[src/common/ddcp_defs.svh]
// Register indices, byte addresses, field positions and reset values
// for the down-converter path control block.
// Assumes inclusion by bare name from the package and the checker.
`ifndef DDCP_DEFS_SVH
`define DDCP_DEFS_SVH

// ==========================================================
// Register indices and byte addresses (address = 4 * index)
`define DDCP_IDX_ROUTING   8'h24
`define DDCP_IDX_DECIM     8'h25
`define DDCP_IDX_MIXER     8'h26
`define DDCP_IDX_STATUS    8'h28
`define DDCP_IDX_NCO_A     8'h2A
`define DDCP_IDX_NCO_B     8'h31
`define DDCP_ADDR_ROUTING  8'h90
`define DDCP_ADDR_DECIM    8'h94
`define DDCP_ADDR_MIXER    8'h98
`define DDCP_ADDR_STATUS   8'hA0
`define DDCP_ADDR_NCO_A    8'hA8
`define DDCP_ADDR_NCO_B    8'hC4

// ==========================================================
// Writable bit masks and reset values
`define DDCP_MASK_ROUTING  8'h3E
`define DDCP_MASK_DECIM    8'hF9
`define DDCP_MASK_MIXER    8'hFF
`define DDCP_RST_ROUTING   8'h00
`define DDCP_RST_DECIM     8'h00
`define DDCP_RST_MIXER     8'h00
`define DDCP_RST_NCO       32'h0000_0000

// ==========================================================
// Field positions
`define DDCP_AVG_BIT       5
`define DDCP_SEL_HI        4
`define DDCP_SEL_LO        3
`define DDCP_PATH_BIT      2
`define DDCP_FILT_BIT      1
`define DDCP_ROUTER_BIT    7
`define DDCP_RATIO_HI      6
`define DDCP_RATIO_LO      4
`define DDCP_REAL_BIT      3
`define DDCP_PHINV_BIT     0
`define DDCP_GAIN_A_HI     7
`define DDCP_GAIN_A_LO     6
`define DDCP_RES_A_BIT     5
`define DDCP_QR_A_BIT      4
`define DDCP_GAIN_B_HI     3
`define DDCP_GAIN_B_LO     2
`define DDCP_RES_B_BIT     1
`define DDCP_QR_B_BIT      0
`define DDCP_RATIO_MAX     3'h5

`endif

[src/common/ddcp_pkg.sv]
// Types shared by the down-converter path control block.
// Assumes ddcp_defs.svh is on the include path.
package ddcp_pkg;
  `include "ddcp_defs.svh"

  typedef logic signed [17:0] ddcp_sample_t;
  typedef logic signed [19:0] ddcp_wide_t;

  typedef enum logic [1:0] {
    DDCP_ROUTE_STRAIGHT = 2'b00,
    DDCP_ROUTE_ALL_A    = 2'b01,
    DDCP_ROUTE_ALL_B    = 2'b10,
    DDCP_ROUTE_AVERAGE  = 2'b11
  } ddcp_route_e;

  typedef enum logic [1:0] {
    DDCP_GAIN_0DB = 2'b00,
    DDCP_GAIN_3DB = 2'b01,
    DDCP_GAIN_6DB = 2'b10,
    DDCP_GAIN_NA  = 2'b11
  } ddcp_gain_e;
endpackage

[src/verilog/ddcp_nco.sv]
// Per-channel oscillator: phase accumulator with restart on restart-bit change.
// Assumes restartBit comes from a register on the same clock.
module ddcp_nco
  import ddcp_pkg::*;
(
  input  wire logic        clock,
  input  wire logic        rst,
  input  wire logic        restartBit,
  input  wire logic [31:0] freqWord,
  input  wire logic        realMode,
  input  wire logic        phaseInvert,
  input  wire logic        advance,
  output logic             restartPulse,
  output logic [31:0]      phase,
  output logic [7:0]       restartCount
);
  logic        lastBit;
  logic [31:0] activeFreq;
  logic [31:0] phaseAcc;

  // Either edge of the bit counts, once per change
  assign restartPulse = restartBit ^ lastBit;

  always_ff @(posedge clock) begin
    if (rst) begin
      lastBit <= 1'b0;
    end else begin
      lastBit <= restartBit;
    end
  end

  always_ff @(posedge clock) begin
    if (rst) begin
      activeFreq   <= `DDCP_RST_NCO;
      phaseAcc     <= 32'h0000_0000;
      restartCount <= 8'h00;
    end else if (restartPulse) begin
      activeFreq   <= realMode ? 32'h0000_0000 : freqWord;
      phaseAcc     <= 32'h0000_0000;
      restartCount <= restartCount + 8'h01;
    end else begin
      if (realMode) begin
        activeFreq <= 32'h0000_0000;
      end
      if (advance) begin
        phaseAcc <= phaseAcc + activeFreq;
      end
    end
  end

  always_ff @(posedge clock) begin
    if (rst) begin
      phase <= 32'h0000_0000;
    end else begin
      phase <= phaseInvert ? (32'h0000_0000 - phaseAcc) : phaseAcc;
    end
  end
endmodule // ddcp_nco

[src/verilog/ddcp_mix_gain.sv]
// Per-channel mixer stage: optional quarter-rate mixing and post-mixer gain.
// Assumes one sample per inValid pulse, on the same clock.
module ddcp_mix_gain
  import ddcp_pkg::*;
(
  input  wire logic         clock,
  input  wire logic         rst,
  input  wire ddcp_sample_t sampleIn,
  input  wire logic         inValid,
  input  wire logic         active,
  input  wire logic         complexMode,
  input  wire logic         quarterRate,
  input  wire logic         restart,
  input  wire ddcp_gain_e   gainCode,
  output ddcp_wide_t        iOut,
  output ddcp_wide_t        qOut,
  output logic              outValid
);
  logic [1:0] quarterStep;
  ddcp_wide_t wideIn;
  ddcp_wide_t mixI;
  ddcp_wide_t mixQ;

  assign wideIn = ddcp_wide_t'(sampleIn);

  // About 1.414 by shifts; error is below 0.02 percent
  function automatic ddcp_wide_t applyGain(ddcp_wide_t x, ddcp_gain_e g);
    ddcp_wide_t r;
    r = x;
    if (g == DDCP_GAIN_3DB) begin
      r = x + (x >>> 2) + (x >>> 3) + (x >>> 5) + (x >>> 7);
    end else if (g == DDCP_GAIN_6DB) begin
      r = x <<< 1;
    end
    return r;
  endfunction

  // Sequence 1, -j, -1, +j
  always_comb begin
    mixI = wideIn;
    mixQ = '0;
    if (quarterRate && complexMode) begin
      case (quarterStep)
        2'd0: mixI = wideIn;
        2'd1: begin
          mixI = '0;
          mixQ = -wideIn;
        end
        2'd2: mixI = -wideIn;
        default: begin
          mixI = '0;
          mixQ = wideIn;
        end
      endcase
    end
  end

  always_ff @(posedge clock) begin
    if (rst || restart) begin
      quarterStep <= 2'd0;
    end else if (inValid) begin
      quarterStep <= quarterStep + 2'd1;
    end
  end

  always_ff @(posedge clock) begin
    if (rst) begin
      iOut     <= '0;
      qOut     <= '0;
      outValid <= 1'b0;
    end else begin
      outValid <= inValid;
      if (inValid) begin
        iOut <= active ? applyGain(mixI, gainCode) : wideIn;
        qOut <= (active && complexMode) ? applyGain(mixQ, gainCode) : '0;
      end
    end
  end
endmodule // ddcp_mix_gain

[src/verilog/ddcp_path_top.sv]
// Down-converter path control: AHB-Lite registers, input routing,
// channel averaging, mixer stages, decimation and bypass.
// Assumes ADC samples arrive on the bus clock with a sampleValid strobe.
// Summary of operation
// - Averaging bit set gives the mean (A+B)/2; clear disables averaging.
// - Select 00 feeds channel A to converter A and B to B.
// - Select 01 feeds A to both converters; 10 feeds B to both.
// - Select 11 feeds the averaging stage output to both converters.
// - Path bit 0 bypasses digital features; 1 routes data through them.
// - One filter enable bit turns decimation on or off for both channels.
// - Routing select acts only while the router enable bit is set.
// - Common ratio code: bypass, 2, 4, 8, 16, 32; other codes unused.
// - Real mode bit: low-pass only, no complex mixing; clear means complex.
// - Phase bit 1 inverts oscillator phase; 0 leaves it unchanged.
// - Channel A gain code adds 0, 3 or 6 dB after mixer.
// - Channel B gain code uses the same encoding as channel A.
// - Toggling channel A restart bit resets phase and loads new word.
// - Toggling channel B restart bit resets phase and loads new word.
// - Channel A quarter-rate bit enables fs/4 mixing, complex mode only.
// - Channel B quarter-rate bit enables fs/4 mixing, complex mode only.
// - Oscillator takes a 32-bit word; forced to zero in real mode.
module ddcp_path_top
  import ddcp_pkg::*;
#(
  parameter int ADDR_W = 8
)(
  input  wire logic              clock,
  input  wire logic              rst,
  input  wire logic              hsel,
  input  wire logic [ADDR_W-1:0] haddr,
  input  wire logic [1:0]        htrans,
  input  wire logic              hwrite,
  input  wire logic [2:0]        hsize,
  input  wire logic [31:0]       hwdata,
  input  wire logic              hready,
  output logic                   hreadyout,
  output logic                   hresp,
  output logic [31:0]            hrdata,
  input  wire ddcp_pkg::ddcp_sample_t adcA,
  input  wire ddcp_pkg::ddcp_sample_t adcB,
  input  wire logic              sampleValid,
  output ddcp_pkg::ddcp_wide_t   outIA,
  output ddcp_pkg::ddcp_wide_t   outQA,
  output ddcp_pkg::ddcp_wide_t   outIB,
  output ddcp_pkg::ddcp_wide_t   outQB,
  output logic                   outValid,
  output logic [31:0]            phaseA,
  output logic [31:0]            phaseB
);
  import ddcp_pkg::*;

  // ==========================================================
  // Bus slave
  logic              dataPhase;
  logic              dataWrite;
  logic [ADDR_W-1:0] dataAddr;
  logic [7:0]        routingReg;
  logic [7:0]        decimReg;
  logic [7:0]        mixerReg;
  logic [31:0]       ncoWordA;
  logic [31:0]       ncoWordB;
  logic [31:0]       statusWord;
  logic [31:0]       next_hrdata;
  logic              addrTaken;

  // Zero wait states; every transfer completes OKAY
  assign hreadyout = 1'b1;
  assign hresp     = 1'b0;
  assign addrTaken = hsel && hready && htrans[1];

  always_ff @(posedge clock) begin
    if (rst) begin
      dataPhase <= 1'b0;
      dataWrite <= 1'b0;
      dataAddr  <= '0;
    end else if (hready) begin
      dataPhase <= addrTaken;
      dataWrite <= addrTaken && hwrite;
      dataAddr  <= haddr;
    end
  end

  // Reserved bits are not stored, so they read back as zero
  always_ff @(posedge clock) begin
    if (rst) begin
      routingReg <= `DDCP_RST_ROUTING;
      decimReg   <= `DDCP_RST_DECIM;
      mixerReg   <= `DDCP_RST_MIXER;
      ncoWordA   <= `DDCP_RST_NCO;
      ncoWordB   <= `DDCP_RST_NCO;
    end else if (dataPhase && dataWrite) begin
      if (dataAddr == ADDR_W'(`DDCP_ADDR_ROUTING)) begin
        routingReg <= hwdata[7:0] & `DDCP_MASK_ROUTING;
      end else if (dataAddr == ADDR_W'(`DDCP_ADDR_DECIM)) begin
        decimReg <= hwdata[7:0] & `DDCP_MASK_DECIM;
      end else if (dataAddr == ADDR_W'(`DDCP_ADDR_MIXER)) begin
        mixerReg <= hwdata[7:0] & `DDCP_MASK_MIXER;
      end else if (dataAddr == ADDR_W'(`DDCP_ADDR_NCO_A)) begin
        ncoWordA <= hwdata;
      end else if (dataAddr == ADDR_W'(`DDCP_ADDR_NCO_B)) begin
        ncoWordB <= hwdata;
      end
    end
  end

  // Read data is prepared in the address phase so it stands from a flop
  always_comb begin
    next_hrdata = 32'h0000_0000;
    if (haddr == ADDR_W'(`DDCP_ADDR_ROUTING)) begin
      next_hrdata = {24'h00_0000, routingReg};
    end else if (haddr == ADDR_W'(`DDCP_ADDR_DECIM)) begin
      next_hrdata = {24'h00_0000, decimReg};
    end else if (haddr == ADDR_W'(`DDCP_ADDR_MIXER)) begin
      next_hrdata = {24'h00_0000, mixerReg};
    end else if (haddr == ADDR_W'(`DDCP_ADDR_STATUS)) begin
      next_hrdata = statusWord;
    end else if (haddr == ADDR_W'(`DDCP_ADDR_NCO_A)) begin
      next_hrdata = ncoWordA;
    end else if (haddr == ADDR_W'(`DDCP_ADDR_NCO_B)) begin
      next_hrdata = ncoWordB;
    end
  end

  always_ff @(posedge clock) begin
    if (rst) begin
      hrdata <= 32'h0000_0000;
    end else if (addrTaken && !hwrite) begin
      hrdata <= next_hrdata;
    end
  end

  // ==========================================================
  // Control decode
  logic        averageOn;
  ddcp_route_e routeSel;
  logic        pathOn;
  logic        filterOn;
  logic        routerOn;
  logic [2:0]  ratioCode;
  logic        realMode;
  logic        complexMode;

  assign averageOn   = routingReg[`DDCP_AVG_BIT];
  assign routeSel    = ddcp_route_e'(routingReg[`DDCP_SEL_HI:`DDCP_SEL_LO]);
  assign pathOn      = routingReg[`DDCP_PATH_BIT];
  assign filterOn    = routingReg[`DDCP_FILT_BIT];
  assign routerOn    = decimReg[`DDCP_ROUTER_BIT];
  assign ratioCode   = decimReg[`DDCP_RATIO_HI:`DDCP_RATIO_LO];
  assign realMode    = decimReg[`DDCP_REAL_BIT];
  assign complexMode = filterOn && !realMode;

  // ==========================================================
  // Routing and averaging
  ddcp_sample_t avgSample;
  ddcp_sample_t routedA;
  ddcp_sample_t routedB;
  logic         routedValid;
  logic signed [18:0] pairSum;

  assign pairSum = 19'(adcA) + 19'(adcB);

  // Without averaging the stage passes channel A through
  assign avgSample = averageOn ? ddcp_sample_t'(pairSum >>> 1) : adcA;

  always_ff @(posedge clock) begin
    if (rst) begin
      routedA     <= '0;
      routedB     <= '0;
      routedValid <= 1'b0;
    end else begin
      routedValid <= sampleValid && pathOn;
      if (sampleValid) begin
        if (!routerOn) begin
          routedA <= adcA;
          routedB <= adcB;
        end else begin
          case (routeSel)
            DDCP_ROUTE_STRAIGHT: begin
              routedA <= adcA;
              routedB <= adcB;
            end
            DDCP_ROUTE_ALL_A: begin
              routedA <= adcA;
              routedB <= adcA;
            end
            DDCP_ROUTE_ALL_B: begin
              routedA <= adcB;
              routedB <= adcB;
            end
            default: begin
              routedA <= avgSample;
              routedB <= avgSample;
            end
          endcase
        end
      end
    end
  end

  // ==========================================================
  // Oscillators and mixer stages
  logic       restartA;
  logic       restartB;
  logic [7:0] restartCountA;
  logic [7:0] restartCountB;
  ddcp_wide_t mixIA;
  ddcp_wide_t mixQA;
  ddcp_wide_t mixIB;
  ddcp_wide_t mixQB;
  logic       mixValid;

  ddcp_nco u_nco_a (
    .clock        (clock),
    .rst          (rst),
    .restartBit   (mixerReg[`DDCP_RES_A_BIT]),
    .freqWord     (ncoWordA),
    .realMode     (realMode),
    .phaseInvert  (decimReg[`DDCP_PHINV_BIT]),
    .advance      (routedValid && complexMode),
    .restartPulse (restartA),
    .phase        (phaseA),
    .restartCount (restartCountA)
  );

  ddcp_nco u_nco_b (
    .clock        (clock),
    .rst          (rst),
    .restartBit   (mixerReg[`DDCP_RES_B_BIT]),
    .freqWord     (ncoWordB),
    .realMode     (realMode),
    .phaseInvert  (decimReg[`DDCP_PHINV_BIT]),
    .advance      (routedValid && complexMode),
    .restartPulse (restartB),
    .phase        (phaseB),
    .restartCount (restartCountB)
  );

  ddcp_mix_gain u_mix_a (
    .clock       (clock),
    .rst         (rst),
    .sampleIn    (routedA),
    .inValid     (routedValid),
    .active      (filterOn),
    .complexMode (complexMode),
    .quarterRate (mixerReg[`DDCP_QR_A_BIT]),
    .restart     (restartA),
    .gainCode    (ddcp_gain_e'(mixerReg[`DDCP_GAIN_A_HI:`DDCP_GAIN_A_LO])),
    .iOut        (mixIA),
    .qOut        (mixQA),
    .outValid    (mixValid)
  );

  ddcp_mix_gain u_mix_b (
    .clock       (clock),
    .rst         (rst),
    .sampleIn    (routedB),
    .inValid     (routedValid),
    .active      (filterOn),
    .complexMode (complexMode),
    .quarterRate (mixerReg[`DDCP_QR_B_BIT]),
    .restart     (restartB),
    .gainCode    (ddcp_gain_e'(mixerReg[`DDCP_GAIN_B_HI:`DDCP_GAIN_B_LO])),
    .iOut        (mixIB),
    .qOut        (mixQB),
    .outValid    ()
  );

  // ==========================================================
  // Decimation (sample keep only; the filter taps are outside this block)
  logic [4:0] decimCount;
  logic [4:0] decimLast;
  logic       keepSample;

  // Unused codes fall back to no decimation
  always_comb begin
    decimLast = 5'd0;
    if (filterOn && ratioCode <= `DDCP_RATIO_MAX) begin
      decimLast = 5'((6'd1 << ratioCode) - 6'd1);
    end
  end

  assign keepSample = mixValid && (decimCount == 5'd0);

  always_ff @(posedge clock) begin
    if (rst || !pathOn) begin
      decimCount <= 5'd0;
    end else if (mixValid) begin
      decimCount <= (decimCount >= decimLast) ? 5'd0 : decimCount + 5'd1;
    end
  end

  // ==========================================================
  // Output select: bypass gives one-cycle latency
  always_ff @(posedge clock) begin
    if (rst) begin
      outIA    <= '0;
      outQA    <= '0;
      outIB    <= '0;
      outQB    <= '0;
      outValid <= 1'b0;
    end else if (!pathOn) begin
      outValid <= sampleValid;
      if (sampleValid) begin
        outIA <= ddcp_wide_t'(adcA);
        outIB <= ddcp_wide_t'(adcB);
        outQA <= '0;
        outQB <= '0;
      end
    end else begin
      outValid <= keepSample;
      if (keepSample) begin
        outIA <= mixIA;
        outQA <= mixQA;
        outIB <= mixIB;
        outQB <= mixQB;
      end
    end
  end

  // ==========================================================
  // Status
  assign statusWord = {8'h00, restartCountB, restartCountA,
                       4'h0, complexMode, filterOn && pathOn, pathOn, routerOn};
endmodule // ddcp_path_top

[config.mk]
export PLATFORM = sky130hd
export DESIGN_NAME = ddcp_path_top
export DESIGN_NICKNAME = d
export VERILOG_FILES = /design/src/common/ddcp_pkg.sv /design/src/verilog/ddcp_nco.sv /design/src/verilog/ddcp_mix_gain.sv /design/src/verilog/ddcp_path_top.sv
export VERILOG_INCLUDE_DIRS = /design/src /design/src/common
export SDC_FILE = /design/constraint.sdc
export NUM_CORES = 2
export LEC_CHECK = 0
export BUFFER_PORTS_ARGS = -buffer_cell sky130_fd_sc_hd__buf_4
export CAP_MARGIN = 15
export CORE_ASPECT_RATIO = 0.5
export CORE_UTILIZATION = 42
export CTS_BUF_LIST = sky130_fd_sc_hd__clkbuf_2 sky130_fd_sc_hd__clkbuf_4 sky130_fd_sc_hd__clkbuf_8
export DETAILED_ROUTE_END_ITERATION = 6
export SETUP_SLACK_MARGIN = 0.1
export SKIP_CTS_REPAIR_TIMING = 1
export SYNTH_ARGS = -nofsm -noshare
export SYNTH_HDL_FRONTEND = slang
export SYNTH_SLANG_ARGS = --single-unit
[constraint.sdc]
create_clock -name clock -period 7.1 [get_ports clock]
set_clock_uncertainty 0.05 [all_clocks]
set_input_delay 2.13 -clock clock [delete_from_list [all_inputs] [get_ports clock]]
set_output_delay 2.13 -clock clock [all_outputs]
set_load 0.02 [all_outputs]
==> summary.md <==
| Metric | Value |
|---|---|
| DIE WIDTH | 428 um |
| Maximum number of pins on one net before global-route repair | 132 |
| Synth cell count leaders | 588 x nand2_1, 543 x dfxtp_1, 503 x nor2_1 |
| Antenna-violating nets left | 0 |
| Period utilization | 93.2% |
| Peak VDD IR | 112 uV |
| Area contributors post-synth | dfxtp_1 29%, fa_1 9.6%, ha_1 7.0% |
| Synthesized area per cell | 7.92 um2 |
| Design Power | 7.68 mW |
| Pre-Repair DR Iteration Count | 5 |
| Final Max Slew Viols | 0 |
| RD Place Congestion | 0.939 |
| Sw Share | 30.2% |
| # rows | 77 |
| Vias in the first global route | 33526 |
| Clock slew at reported path FFs | 0.07 ns |
| Area of the core | 89000 um2 |
| Slew HR | 19.2% |
| Worst hold path type | flip-flop to flip-flop |
| IO Count | 266 |
| Multi-input logic area | 24700 um2 |
| Setup TNS | 0 ns |
| Seq cells post-synth | 543 |
| DR DRC count | 0 |
| Critical Path RT | 7.67 ns |
| Clock power share | 39.5% |
| Initial core utilization | 42.8% |
| Ys flop type | dfxtp_1 |
| Die Y | 215 um |
| Layout Nets | 5450 |
| Most common cell in the netlist | nand2_1 |
| DR iter-0 viols | 3387 |
| CTS tree | done |
| Initial antenna violation count | 5 |
| Status | finished, final reports clean |
| Crit end category | flip-flop |
| H-tree Lvls | 3 |
| Share of layout cells above drive strength 1 | 11.6% |
| Worst skew pair latency | 0.77 ns |
| Synth cell types | 93 |
| Clock tree sinks | 543 |
| WL/cell | 19.8 um |
| Combinational share of power | 19.7% |
| Internal power | 5.36 mW |
| Drt total wl | 123000 um |
| Clk buf depth | 3 |
| Max cap viols | 0 |
| Net Sw Power | 2.32 mW |
| Layout fillers | 8791 |
| Tmin final | 6.62 ns |
| Clock Tree Root | clkbuf_8 |
| Pwr dens | 178 nW/um2 |
| GRT Total Usage | 26.2% |
| Synth top area share | 28.6% |
| Post-Syn Area | 38100 um2 |
| Yosys top cell by area | dfxtp_1 |
| Seq pwr share | 40.8% |
| Fmax | 0.151 GHz |
| Global-route wire length before repair | 191000 um |
| Fin. Hold Viols | 0 |
| Critical path type | flip-flop to flip-flop |
| Syn. warnings | 0 |
| EDFF count, synth | 0 |
| Vias per cell | 5.70 |
| Pleak | 18.6 nW |
| Worst Path Max Fanout | 8 |
| Dpl hpwl | 91600 um |
| Syn Nets | 5291 |
| CP Launch Type | flip-flop |
| Vias | 35471 |
| Sequential cell area | 10900 um2 |
| Sequential fraction of the synthesis area | 28.6% |
| Die ar. | 91900 um2 |
| Synth-to-Final Area Change | 13.5% |
| Worst slew pin tran | 1.21 ns |
| Grt total ovfl | 0 |
| PortBufs | 259 |
| Setup violations, final | 0 |
| Async SR Flop Fraction | 0% |
| Mapped Cells | 4808 |
| CTS Buf Count | 83 |
| CP Data Arrival Time | 7.19 ns |
| RSZ-0062 raised after global routing | no |
[area by class of cell]
| class | instances | share of cell area [%] |
|---|---|---|
| inverters | 399 | 3.47 |
| multi-input cells | 3577 | 57.1 |
| clock inverters | 22 | 0.698 |
| flip-flops and latches | 543 | 25.2 |
| well taps | 1185 | 3.43 |
| diodes | 3 | 0.0174 |
| repair buffers | 363 | 6.36 |
| clock buffers | 128 | 3.72 |
[placed cells by master, fill, tap and decap left out, drive strengths merged, types with 27 or more instances in the layout]
cell type / netlist / routed
o211ai: 36 / 36
xor2: 105 / 105
a22o: 29 / 29
a31oi: 30 / 30
or3: 54 / 54
dfxtp: 543 / 543
a22oi: 79 / 79
ha: 213 / 213
a211oi: 135 / 135
a21oi: 467 / 467
inv: 392 / 397
nand3: 68 / 68
xnor2: 82 / 82
nand2: 588 / 588
o31ai: 40 / 40
a222oi: 27 / 27
nor2: 503 / 503
nand2b: 36 / 36
clkbuf: 274 / 128
o22ai: 29 / 29
and3: 27 / 27
buf: 15 / 363
nor2b: 31 / 31
nor3: 92 / 92
mux2i: 97 / 97
a21o: 59 / 59
o21ai: 212 / 212
fa: 183 / 183
[sequential cells by signal, indices dropped and copies added, names as in the netlist, 6 cells and up]
| register | count |
|---|---|
| outIB | 20 |
| outIA | 20 |
| u_nco_b.phase | 32 |
| routedA | 18 |
| ncoWordB | 32 |
| hrdata | 32 |
| u_nco_b.restartCount | 8 |
| u_mix_a.iOut | 20 |
| routedB | 18 |
| u_mix_b.iOut | 20 |
| ncoWordA | 32 |
| u_nco_a.restartCount | 8 |
| u_nco_a.phase | 32 |
| decimReg | 6 |
| u_nco_b.phaseAcc | 32 |
| u_nco_a.phaseAcc | 32 |
| u_nco_a.activeFreq | 32 |
| outQA | 20 |
| u_mix_b.qOut | 20 |
| u_nco_b.activeFreq | 32 |
| mixerReg | 8 |
| dataAddr | 8 |
| outQB | 20 |
| u_mix_a.qOut | 20 |
[layer usage]
metal,vias up,wire [um],track usage (%)
li1,17113,-,-
met1,16931,55700,36.3
met2,1204,55700,41.7
met3,223,7580,3.47
met4,0,3920,9.30
met5,-,0,0
[kinds of logic after synthesis]
family,after synthesis,share of synthesized area (%)
AND/OR/NAND/NOR,1550,18.3
AO/OA/AOI/OAI,1340,22.7
buffers and inverters,688,6.81
flip-flops,543,28.6
adder cells (fa/ha/maj),396,16.6
XOR/XNOR,187,4.30
multiplexers,102,2.70
other,2,0.0197
[worst paths after layout]
path	startpoint	to	slack, ns	cells past startpoint
worst max-delay path	routedA[0]	u_mix_a.iOut[18]	0.48	23
worst max register to register	routedA[0]	u_mix_a.iOut[18]	0.48	23
worst min-delay path	u_mix_a.qOut[17]	u_mix_a.qOut[17]	0.40	2
worst min register to register	u_mix_a.qOut[17]	u_mix_a.qOut[17]	0.40	2
[critical path: stages (launching register included)]
cell and delay (ns):
dfxtp_1 0.40, inv_1 0.10, ha_1 0.22, or3b_1 0.50, or3_1 0.49, or2_1 0.30, o21ai_1 0.15, a22o_1 0.29
inv_1 0.21, fa_1 0.57, inv_1 0.05, fa_1 0.50, inv_1 0.06, fa_1 0.50, inv_1 0.05, ha_1 0.37
and4_1 0.23, a211oi_1 0.20, o21ai_1 0.17, a41oi_2 0.30, a21oi_1 0.12, xor2_1 0.16, a2111oi_0 0.40, nor2_1 0.08
[metrics by stage]
step	instances	worst slack, ns	hold WS, ns	area (um2)	utilization (%)
finish	6220	0.483	0.401	43200	48.5
global route	6220	0.119	0.415	43200	48.5
CTS	6212	0.410	0.403	43100	48.5
detailed placement	6062	0.486	0.390	41200	46.3
global placement	6062	0.537	0.389	41200	46.3
floorplan	4808	1.21	0.373	38100	-
[power groups by stage]
| stage | sequential, mW | combinational, mW | clock, mW |
|---|---|---|---|
| floorplan | 3.19 | 1.08 | 0 |
| global placement | 3.20 | 1.46 | 0 |
| detailed placement | 3.20 | 1.49 | 0 |
| CTS | 3.13 | 1.50 | 3.10 |
| global route | 3.13 | 1.70 | 3.25 |
| finish | 3.13 | 1.51 | 3.03 |
Note: power is estimated with default switching activity, not from simulation.
